`src/hdl/dasr_pkg.sv`:
```
// Shared constants and types of the dual converter serial readout
package dasr_pkg;

    // Result and frame shape
    localparam int unsigned RESULT_BITS   = 12;
    localparam int unsigned FRAME_BITS    = 32;
    localparam int unsigned COUNT_BITS    = 6;
    localparam int unsigned FIFO_DEPTH    = 16;

    // Falling-edge counts that mark points of a transfer
    localparam logic [5:0] EDGE_TRACK     = 6'h0_D;
    localparam logic [5:0] EDGE_MIN_CONV  = 6'h0_E;
    localparam logic [5:0] EDGE_DOUBLE    = 6'h2_0;

    // Reset values
    localparam logic [2:0] SYNC_CS_RESET  = 3'h7;
    localparam logic [2:0] SYNC_CK_RESET  = 3'h0;
    localparam logic [5:0] COUNT_RESET    = 6'h0_0;

    // One pair of results, one from each converter
    typedef struct packed {
        logic [RESULT_BITS-1:0] result_a;
        logic [RESULT_BITS-1:0] result_b;
    } dasr_pair_t;

    // Pin side outputs of one data line
    typedef struct packed {
        logic data;
        logic oe;
    } dasr_line_t;

    // Transfer phases
    typedef enum logic [2:0] {
        PH_IDLE    = 3'b001,
        PH_CONVERT = 3'b010,
        PH_DONE    = 3'b100
    } dasr_phase_t;

endpackage : dasr_pkg

```
`src/hdl/dasr_fifo.sv`:
```
// Result pair FIFO with valid and ready on both sides
`timescale 1ns/10ps
`default_nettype none

module dasr_fifo #(
    parameter int unsigned WIDTH = 24,
    parameter int unsigned DEPTH = 16
) (
    // Clock and reset
    input  wire logic             ref_clk,
    input  wire logic             rst_n,
    // Fill side
    input  wire logic [WIDTH-1:0] in_data,
    input  wire logic             in_valid,
    output logic                  in_ready,
    // Drain side
    output logic [WIDTH-1:0]      out_data,
    output logic                  out_valid,
    input  wire logic             out_ready
);
    localparam int unsigned PW = (DEPTH > 1) ? $clog2(DEPTH) : 1;
    localparam int unsigned CW = $clog2(DEPTH + 1);
    localparam logic [CW-1:0] FULL_COUNT = CW'(DEPTH);
    localparam logic [PW-1:0] LAST_PTR   = PW'(DEPTH - 1);

    typedef struct packed {
        logic [DEPTH-1:0][WIDTH-1:0] mem;
        logic [PW-1:0]               wr_ptr;
        logic [PW-1:0]               rd_ptr;
        logic [CW-1:0]               count;
        logic                        full;
        logic                        room;
        logic                        empty;
    } dasr_fifo_state_t;

    dasr_fifo_state_t st;
    dasr_fifo_state_t next_st;
    logic             push;
    logic             pop;

    assign push      = in_valid & ~st.full;
    assign pop       = out_ready & ~st.empty;
    // Ready is a flop of its own so the fill side sees no inverter
    assign in_ready  = st.room;
    assign out_valid = ~st.empty;
    assign out_data  = st.mem[st.rd_ptr];

    always_comb begin
        next_st = st;
        if (push) begin
            next_st.mem[st.wr_ptr] = in_data;
            next_st.wr_ptr = (st.wr_ptr == LAST_PTR) ? '0 : st.wr_ptr + 1'b1;
        end
        if (pop) begin
            next_st.rd_ptr = (st.rd_ptr == LAST_PTR) ? '0 : st.rd_ptr + 1'b1;
        end
        if (push && !pop) begin
            next_st.count = st.count + 1'b1;
        end else if (pop && !push) begin
            next_st.count = st.count - 1'b1;
        end
        // Registered flags keep both ready and valid glitch free
        next_st.full  = (next_st.count == FULL_COUNT);
        next_st.room  = (next_st.count != FULL_COUNT);
        next_st.empty = (next_st.count == '0);
    end

    always_ff @(posedge ref_clk) begin
        if (!rst_n) begin
            st       <= '0;
            st.empty <= 1'b1;
            st.room  <= 1'b1;
        end else begin
            st <= next_st;
        end
    end

endmodule // dasr_fifo

`default_nettype wire

```
`src/hdl/dasr_readout.sv`:
```
// Serial readout port of the dual 12-bit sampling converter
`timescale 1ns/10ps
`default_nettype none

// How it works
// RULE1 - Serial clock drives conversion and bit shifting
// RULE2 - Select falling: hold, drive lines, start
// RULE3 - One result needs at least 14 clocks
// RULE4 - After 13 falls, track on next rise
// RULE5 - Sixteen clock transfer ends with two zeros
// RULE6 - Select rising aborts and releases both lines
// RULE7 - Primary line then shifts second converter result
// RULE8 - Secondary line then shifts first converter result
// RULE9 - Double read releases line at 32nd fall
// RULE10 - First zero at select fall, second next
// RULE11 - Result msb first, lsb launched 13th fall
// RULE12 - Slow host may capture on rising edges
// RULE13 - Rise before first fall is ignored
// RULE14 - Fall coincident with select fall not counted
// RULE15 - After select rises, idle with lines released
module dasr_readout #(
    parameter int unsigned FIFO_WORDS = dasr_pkg::FIFO_DEPTH
) (
    // Clock and reset
    input  wire logic                ref_clk,
    input  wire logic                rst_n,
    // Serial pins from the host
    input  wire logic                cs_n,
    input  wire logic                conversion_serial_clock,
    // Data line pins, each a three-state output
    output logic                     primary_data_line_out,
    output logic                     primary_data_line_oe,
    output logic                     secondary_data_line_out,
    output logic                     secondary_data_line_oe,
    // Result pairs from the converter cores
    input  wire dasr_pkg::dasr_pair_t pair_data,
    input  wire logic                pair_valid,
    output logic                     pair_ready,
    // Status
    output logic                     track_hold,
    output logic                     conversion_busy,
    output logic                     result_done,
    output logic                     frame_aborted,
    output logic                     pair_underrun
);
    import dasr_pkg::*;

    localparam int unsigned PAIR_BITS = 2 * RESULT_BITS;

    typedef struct packed {
        logic [2:0]            cs_sync;
        logic [2:0]            ck_sync;
        dasr_phase_t           phase;
        logic [COUNT_BITS-1:0] fall_count;
        logic [FRAME_BITS-1:0] shift_a;
        logic [FRAME_BITS-1:0] shift_b;
        dasr_line_t            line_a;
        dasr_line_t            line_b;
        logic                  hold;
        logic                  done;
        logic                  aborted;
        logic                  underrun;
    } dasr_state_t;

    dasr_state_t st;
    dasr_state_t next_st;

    // Edges of the synchronised pins
    logic       cs_fall;
    logic       cs_rise;
    logic       ck_fall;
    logic       ck_rise;

    // Drain side of the pair buffer
    dasr_pair_t fifo_pair;
    logic       fifo_valid;
    logic       fifo_take;
    dasr_pair_t loaded;

    // Count after the falling edge being handled this cycle
    logic [COUNT_BITS-1:0] count_inc;

    // Only the second stage and its follower feed the edge finders
    assign cs_fall = st.cs_sync[2] & ~st.cs_sync[1];
    assign cs_rise = ~st.cs_sync[2] & st.cs_sync[1];
    assign ck_fall = st.ck_sync[2] & ~st.ck_sync[1]; // RULE1
    assign ck_rise = ~st.ck_sync[2] & st.ck_sync[1];

    assign count_inc = st.fall_count + 1'b1;

    // A pair is taken only at the sampling instant
    assign fifo_take = cs_fall && (st.phase == PH_IDLE);

    dasr_fifo #(
        .WIDTH (PAIR_BITS),
        .DEPTH (FIFO_WORDS)
    ) u_pair_fifo (
        .ref_clk   (ref_clk),
        .rst_n     (rst_n),
        .in_data   (pair_data),
        .in_valid  (pair_valid),
        .in_ready  (pair_ready),
        .out_data  (fifo_pair),
        .out_valid (fifo_valid),
        .out_ready (fifo_take)
    );

    // An empty buffer gives a zero result rather than stale data
    assign loaded = fifo_valid ? fifo_pair : '0;

    always_comb begin
        next_st          = st;
        next_st.cs_sync  = {st.cs_sync[1:0], cs_n};
        next_st.ck_sync  = {st.ck_sync[1:0], conversion_serial_clock};
        next_st.done     = 1'b0;
        next_st.aborted  = 1'b0;
        next_st.underrun = 1'b0;

        unique case (st.phase)
            PH_IDLE: begin
                next_st.fall_count = COUNT_RESET; // RULE15
                next_st.line_a.oe  = 1'b0;
                next_st.line_b.oe  = 1'b0;
                next_st.hold       = 1'b0;
                // A clock fall in this same cycle is ignored here
                if (cs_fall) begin // RULE14
                    next_st.phase    = PH_CONVERT; // RULE2
                    next_st.hold     = 1'b1; // RULE2
                    next_st.line_a.oe = 1'b1; // RULE2
                    next_st.line_b.oe = 1'b1; // RULE2
                    next_st.underrun = ~fifo_valid;
                    // Two zeros, own result, two zeros, then the same around the other result
                    next_st.shift_a = {2'b00, loaded.result_a, 2'b00, // RULE5
                                       2'b00, loaded.result_b, 2'b00}; // RULE7
                    next_st.shift_b = {2'b00, loaded.result_b, 2'b00, // RULE5
                                       2'b00, loaded.result_a, 2'b00}; // RULE8
                end
            end

            PH_CONVERT: begin
                if (cs_rise) begin
                    next_st.phase     = PH_IDLE; // RULE6
                    next_st.line_a.oe = 1'b0; // RULE6
                    next_st.line_b.oe = 1'b0; // RULE6
                    next_st.hold      = 1'b0;
                    next_st.fall_count = COUNT_RESET; // RULE15
                    // Host cut the conversion short of its minimum
                    next_st.aborted = (st.fall_count < EDGE_MIN_CONV); // RULE3
                end else begin
                    // Rises before the first counted fall have no effect
                    if (ck_rise && st.fall_count >= EDGE_TRACK) begin // RULE13
                        next_st.hold = 1'b0; // RULE4
                    end
                    if (ck_fall) begin
                        next_st.fall_count = count_inc;
                        next_st.shift_a = {st.shift_a[FRAME_BITS-2:0], 1'b0}; // RULE11
                        next_st.shift_b = {st.shift_b[FRAME_BITS-2:0], 1'b0}; // RULE11
                        if (count_inc == EDGE_MIN_CONV) begin
                            next_st.done = 1'b1; // RULE3
                        end
                        if (count_inc == EDGE_DOUBLE) begin
                            next_st.phase     = PH_DONE; // RULE9
                            next_st.line_a.oe = 1'b0; // RULE9
                            next_st.line_b.oe = 1'b0; // RULE9
                        end
                    end
                end
            end

            PH_DONE: begin
                // Lines stay released until the host ends the frame
                if (cs_rise) begin
                    next_st.phase      = PH_IDLE; // RULE15
                    next_st.fall_count = COUNT_RESET;
                end
            end
        endcase

        // Line shows the head of its shift register: the first zero at
        // the select fall, then one new bit per counted falling edge
        next_st.line_a.data = next_st.line_a.oe & next_st.shift_a[FRAME_BITS-1]; // RULE10
        next_st.line_b.data = next_st.line_b.oe & next_st.shift_b[FRAME_BITS-1]; // RULE10
    end

    always_ff @(posedge ref_clk) begin
        if (!rst_n) begin
            st            <= '0;
            st.cs_sync    <= SYNC_CS_RESET;
            st.ck_sync    <= SYNC_CK_RESET;
            st.phase      <= PH_IDLE;
            st.fall_count <= COUNT_RESET;
        end else begin
            st <= next_st;
        end
    end

    // All outputs come straight from the state register
    assign primary_data_line_out   = st.line_a.data;
    assign primary_data_line_oe    = st.line_a.oe;
    assign secondary_data_line_out = st.line_b.data;
    assign secondary_data_line_oe  = st.line_b.oe;
    assign track_hold              = st.hold;
    assign conversion_busy         = st.phase[1];
    assign result_done             = st.done;
    assign frame_aborted           = st.aborted;
    assign pair_underrun           = st.underrun;

endmodule // dasr_readout

`default_nettype wire

```
`config.mk`:
```
export PLATFORM = sky130hd
export DESIGN_NAME = dasr_readout
export DESIGN_NICKNAME = d
export VERILOG_FILES = /design/src/hdl/dasr_pkg.sv /design/src/hdl/dasr_fifo.sv /design/src/hdl/dasr_readout.sv
export SDC_FILE = /design/constraint.sdc
export NUM_CORES = 1
export LEC_CHECK = 0
export BUFFER_PORTS_ARGS = -buffer_cell sky130_fd_sc_hd__buf_2
export CORE_UTILIZATION = 45
export CTS_CLUSTER_SIZE = 30
export DETAILED_ROUTE_END_ITERATION = 8
export GPL_TIMING_DRIVEN = 1
export MAX_ROUTING_LAYER = met4
export PLACE_DENSITY = 0.67
export SKIP_CTS_REPAIR_TIMING = 1
export SLEW_MARGIN = 20
export SYNTH_ARGS = -nofsm -noshare
export SYNTH_HDL_FRONTEND = slang
export SYNTH_SLANG_ARGS = --single-unit
```
`constraint.sdc`:
```
create_clock -name ref_clk -period 2.5 [get_ports ref_clk]
set_clock_uncertainty 0.1 [all_clocks]
set_input_delay 0.5 -clock ref_clk [delete_from_list [all_inputs] [get_ports ref_clk]]
set_output_delay 0.5 -clock ref_clk [all_outputs]
set_load 0.03 [all_outputs]
```
==> impl_metrics.yaml, run 1 <==
power:
  power_mw: 16.5
  ir_drop_mv: 0.597
  switching_share: 0.234
  clock_power_share: 0.465
  seqPwrFrac: 0.480
  power_frac_comb: 0.055
  power.density_nw_per_um2: 706
  netSwitchingPower_mw: 3.86
  power.internal_mw: 12.7
  p_leak_nw: 7.56
floorplan:
  start_util: 0.456
  io_pins: 39
  die_area_um2: 46700
  dieWidth_um: 216
  fp.dieH_um: 216
  core_um2: 45300
  rows: 78
route:
  drc: 0
  avgRoutedWirePerCell_um: 19.9
  routed_wl_mm: 59.6
  via_per_inst: 5.78
  dr_total_vias: 17300
  drt_iter0_drc: 1664
  final_antenna_net_count: 0
  firstDrtPassIters: 6
clocking:
  cts_root_buf: "clkbuf_16"
  h-tree-depth: 2
  cts_tree: "yes"
  cts_buffers: 49
  clkLatencyLatePin_ns: 0.59
  clk_path_buf_depth: 3
  cts_sinks: 484
  clkSlewWorstSetupHoldPaths_ns: 0.07
worst_setup_path:
  worst_setup_path_end_kind: "flip-flop"
  rrSetupSlack_ns: 0.23
  crit_path_end: "st[15]"
  worstPathRequired_ns: 2.85
  reg2reg_depth: 6
  slowest_stage: "mux4_2"
  r2r_end: "st[15]"
  worst-endpoint-arrival_ns: 2.61
  path_cells: "buf_12 > mux4_2 > mux2i_1 > o22ai_2 > a21oi_1 > a21oi_1"
  worstSetupPathType: "flip-flop to flip-flop"
  startpoint: "u_pair_fifo.st[8]"
  start_kind: "flip-flop"
  r2r-start: "u_pair_fifo.st[8]"
  critPathMaxFanout: 37
  critical_path.most_common_cell: "a21oi_1"
  slowest_delay_ns: 0.55
place:
  post-dp-hpwl_mm: 35.8
  portBuffers: 38
  gp_congestion: 0.863
finish:
  drive_above_1_share: 0.149
  layout.nets: 2396
  syn2layout_area_growth_pct: 13.4
  multi_input_area_um2: 9990
  fillers: 4127
  post-route-util: 0.517
  diodes: 0
  regArea_um2: 9700
global_route:
  grt_max_degree: 96
  grt_use_total: 0.260
  grt_antenna_before_repair: 0
  grt_pass1_vias: 16600
  grt_first_pass_wirelength_mm: 93.1
  grt_overflow: 0
synth:
  syn-num-nets: 2452
  ys.flop_type: "dfxtp_1"
  synth_cell_types: 53
  ys_seq_area_frac: 0.469
  synth_cells: 2412
  ys_ff_latch: 484
  ys_warn_count: 0
  avgSynthCellArea_um2: 8.56
  synthesis.area_um2: 20600
  synth-edff-count: 0
  async_flop_share: 0
timing:
  finalSetupViolCount: 0
  tightest_slew_ns: 0.503
  slew_violations: 0
  min_period_ns: 2.27
  rsz0062_at_grt: "no"
  whs_ns: 0.0225
  fin_setup_tns_ns: 0
  finalHoldViolations: 0
  fmax_mhz: 441
  final.period_utilization: 0.906
  maxSlewHeadroom: 0.664
worst_hold_path:
  hold_path.class: "primary input to flip-flop"
flow_run:
  maxCapViolCount: 0
outcome:
  outcome: "completed"
==> kinds of logic after synthesis <==
family	synth area share
compound gates	0.161
flops	0.469
xor+xnor	0.00424
buf+inv	0.0496
mux	0.129
simple gates	0.180
fa+ha+maj	0.00667
==> layout make-up <==
cell class	instances	area share
Sequential cell	484	0.414
Inverter	10	0.00192
Clock buffer	68	0.0610
Clock inverter	23	0.0115
Timing Repair Buffer	119	0.0528
Tap cell	600	0.0321
Multi-Input combinational cell	1692	0.426
==> how the worst min path moves through the flow <==
| stage | endpoint | cells past startpoint | start | slack, ns |
|---|---|---|---|---|
| floorplan | next_st[86] | 1 | next_st[85] | 0.29 |
| global placement | next_st[86] | 1 | next_st[85] | 0.30 |
| detailed placement | next_st[86] | 1 | next_st[85] | 0.31 |
| CTS | next_st[85] | 2 | cs_n | 0.007 |
| global route | next_st[85] | 2 | cs_n | 0.02 |
| finish | next_st[85] | 2 | cs_n | 0.02 |
==> layout by cell type, fill, tap and decap left out, drive strengths merged, types with 15 or more instances in the layout <==
cell type	netlist	layout
a21oi	485	485
buf	64	119
mux2i	51	51
mux4	96	96
o21ai	50	50
nand2	788	788
clkbuf	162	68
clkinv	0	16
nand3	18	18
o22ai	25	25
nor2	53	53
dfxtp	484	484
a22oi	15	15
==> registers in the layout, summed over array words and instances (netlist names) <==
name and cells:
result_done 1, primary_data_line_oe 1, pair_underrun 1, secondary_data_line_oe 1, st 71, track_hold 1, u_pair_fifo.st 399, next_st 4
primary_data_line_out 1, u_pair_fifo.in_ready 1, conversion_busy 1, frame_aborted 1, secondary_data_line_out 1
==> stage by stage <==
| stage | setup slack, ns | cell area (um^2) | instances |
|---|---|---|---|
| floorplan | 0.563 | 20600 | 2412 |
| global placement | 0.311 | 21700 | 2905 |
| detailed placement | 0.248 | 21700 | 2905 |
| CTS | 0.242 | 23400 | 2996 |
| global route | 0.162 | 23400 | 2996 |
| finish | 0.235 | 23400 | 2996 |
==> routing by layer <==
metal,part of all wire,vias to the layer above,global-route usage
li1,-,8060,-
met1,0.41,8413,0.325
met2,0.48,722,0.421
met3,0.076,127,0.0375
met4,0.037,0,0.108
met5,0,-,-
==> worst max-delay path: cells and delay by family, from the launching register on <==
family / cells / cell delay (ns)
muxes: 2 / 0.85
buffers and inverters: 1 / 0.29
DFF: 1 / 0.46
AOI/OAI and AO/OA: 3 / 0.43
==> cell usage after synthesis, types with 2 or more instances <==
master / instances / share of area
nand2_1: 787 / 0.14
a21oi_1: 485 / 0.12
dfxtp_1: 484 / 0.47
clkbuf_1: 162 / 0.029
mux4_2: 96 / 0.10
nor2_1: 53 / 0.0096
mux2i_1: 51 / 0.025
o21ai_0: 49 / 0.012
buf_2: 38 / 0.0092
o22ai_2: 21 / 0.013
nand3_1: 18 / 0.0044
a22oi_1: 15 / 0.0055
buf_4: 14 / 0.0051
and2_1: 12 / 0.0036
ha_1: 11 / 0.0067
nand2b_1: 11 / 0.0033
inv_1: 10 / 0.0018
nor3_1: 8 / 0.0019
buf_1: 7 / 0.0013
nand4_1: 7 / 0.0021
nor2b_1: 7 / 0.0021
a31oi_1: 6 / 0.0018
xor2_1: 6 / 0.0025
and3_1: 5 / 0.0015
buf_6: 5 / 0.0027
o22ai_1: 4 / 0.0012
xnor2_1: 4 / 0.0017
a211oi_1: 3 / 0.0011
a21o_1: 3 / 0.0011
a311oi_1: 2 / 0.00085
nand3b_1: 2 / 0.00073
nor3_2: 2 / 0.00097
o221a_2: 2 / 0.0011
o31ai_1: 2 / 0.00073
or3_1: 2 / 0.00061
==> power by group through the flow <==
stage / combinational (mW) / clock (mW) / sequential [mW]
after floorplan: 0.610 / 0 / 8.08
after detailed placement: 0.902 / 0 / 8.10
after global routing: 0.983 / 8.11 / 7.94
after CTS: 0.907 / 7.79 / 7.93
final: 0.914 / 7.68 / 7.94
after global placement: 0.879 / 0 / 8.10
No activity file was read; power rests on OpenSTA's default activity.
==> run 2: changes to the inputs <==
- PLACE_DENSITY: 0.67 -> 0.57
==> run 2 against run 1 <==
Net effect:
- combinational power about the same
- non-clock buffer count increased by 3
- first-iteration DRC count decreased by 23%
- worst setup slack improved by 0.074 ns
- die area unchanged
==> impl_metrics.yaml, run 2 (same netlist as run 1, synthesis figures left out) <==
floorplan:
  start_util: 0.456
  core_um2: 45300
  io_pins: 39
  dieWidth_um: 216
  fp.dieH_um: 216
  rows: 78
  die_area_um2: 46700
global_route:
  grt_use_total: 0.272
  grt_overflow: 0
  grt_pass1_vias: 16000
  grt_antenna_before_repair: 1
  grt_first_pass_wirelength_mm: 95.3
  grt_max_degree: 95
timing:
  whs_ns: 0.201
  final.period_utilization: 0.877
  finalHoldViolations: 0
  min_period_ns: 2.19
  slew_violations: 0
  fin_setup_tns_ns: 0
  tightest_slew_ns: 0.701
  maxSlewHeadroom: 0.532
  rsz0062_at_grt: "no"
  finalSetupViolCount: 0
  fmax_mhz: 456
route:
  drt_iter0_drc: 1273
  drc: 0
  dr_total_vias: 17000
  routed_wl_mm: 62.5
  firstDrtPassIters: 7
  final_antenna_net_count: 0
  avgRoutedWirePerCell_um: 20.8
  via_per_inst: 5.65
worst_setup_path:
  worst_setup_path_end_kind: "flip-flop"
  worstPathRequired_ns: 2.87
  slowest_delay_ns: 0.53
  critPathMaxFanout: 30
  critical_path.most_common_cell: "a21oi_1"
  start_kind: "flip-flop"
  r2r_end: "st[27]"
  slowest_stage: "mux4_2"
  rrSetupSlack_ns: 0.31
  worstSetupPathType: "flip-flop to flip-flop"
  r2r-start: "u_pair_fifo.st[8]"
  path_cells: "buf_12 > mux4_2 > mux2i_1 > o22ai_1 > a21oi_1 > a21oi_1"
  worst-endpoint-arrival_ns: 2.56
  reg2reg_depth: 6
worst_hold_path:
  hold_path.class: "primary input to flip-flop"
  hold_path_depth: 3
  holdCritStartpoint: "pair_data[6]"
  hold_end: "u_pair_fifo.st[94]"
power:
  power_frac_comb: 0.056
  ir_drop_mv: 0.498
  p_leak_nw: 7.50
  power.internal_mw: 12.6
  clock_power_share: 0.462
  netSwitchingPower_mw: 3.90
  seqPwrFrac: 0.482
  switching_share: 0.237
  power.density_nw_per_um2: 704
flow_run:
  maxCapViolCount: 0
place:
  portBuffers: 38
  place_inst: 2906
  post-dp-hpwl_mm: 36.5
  gp_congestion: 0.817
clocking:
  clkLatencyLatePin_ns: 0.60
  cts_tree: "yes"
  clkSlewWorstSetupHoldPaths_ns: 0.06
  cts_sinks: 484
  cts_root_buf: "clkbuf_16"
  h-tree-depth: 2
  clk_path_buf_depth: 3
  cts_buffers: 51
finish:
  layout_commonest_cell: "nand2_1"
  syn2layout_area_growth_pct: 13.2
  largest_register_ffs: 399
  mostFrequentLayoutCells: "787 x nand2_1, 485 x a21oi_1, 481 x dfxtp_1"
  regMostFlops: "u_pair_fifo.st"
  drive_above_1_share: 0.147
  layout.nets: 2401
  stdcell_count: 3002
outcome:
  outcome: "completed"
## run 2: worst max-delay path by stage
stage	from	end	slack, ns	depth (start not counted)
global route	u_pair_fifo.st[8]	st[44]	0.18	6
global placement	u_pair_fifo.st[8]	st[10]	0.34	5
finish	u_pair_fifo.st[8]	st[27]	0.31	6
detailed placement	u_pair_fifo.st[8]	st[44]	0.28	6
CTS	u_pair_fifo.st[8]	st[44]	0.27	6
floorplan	u_pair_fifo.st[8]	st[28]	0.56	7
## run 2: power by group through the flow
stage               combinational (mW)  sequential, mW  clock, mW
floorplan                        0.610            8.08          0
global placement                 0.888            8.10          0
detailed placement               0.907            8.10          0
CTS                              0.909            7.93       7.73
global route                     0.987            7.94       8.06
finish                           0.916            7.94       7.61
## run 2: area by class of cell
cell class | count | area (um^2)
Fill cell | 4259 | 21900
Timing Repair Buffer | 122 | 1210
Sequential cell | 484 | 9700
Multi-Input combinational cell | 1692 | 9990
Antenna cell | 1 | 2.50
Clock inverter | 13 | 136
Clock buffer | 80 | 1540
Tap cell | 600 | 751
Inverter | 10 | 45.0
## run 2: per-stage QoR
stage | instance area, um^2 | util | worst slack [ns] | power [mW]
finish | 23400 | 0.516 | 0.308 | 16.5
floorplan | 20600 | - | 0.563 | 8.69
CTS | 23300 | 0.516 | 0.273 | 16.6
global placement | 21700 | 0.479 | 0.336 | 8.99
global route | 23400 | 0.516 | 0.178 | 17.0
detailed placement | 21700 | 0.479 | 0.276 | 9.01
## run 2: layer usage
metal,part of all wire,global-route usage,vias to the layer above,wire length (um)
met4,0.027,0.0894,0,1700
met3,0.058,0.0371,100,3630
met1,0.43,0.350,8291,26900
met2,0.48,0.442,499,30200
li1,-,-,8086,-
met5,0,-,-,0
## run 2: worst max-delay path: cells and delay by family (launching register included)
family	cells	cell delay (ns)
buffers and inverters	1	0.26
DFF	1	0.38
AOI/OAI and AO/OA	3	0.40
muxes	2	0.88
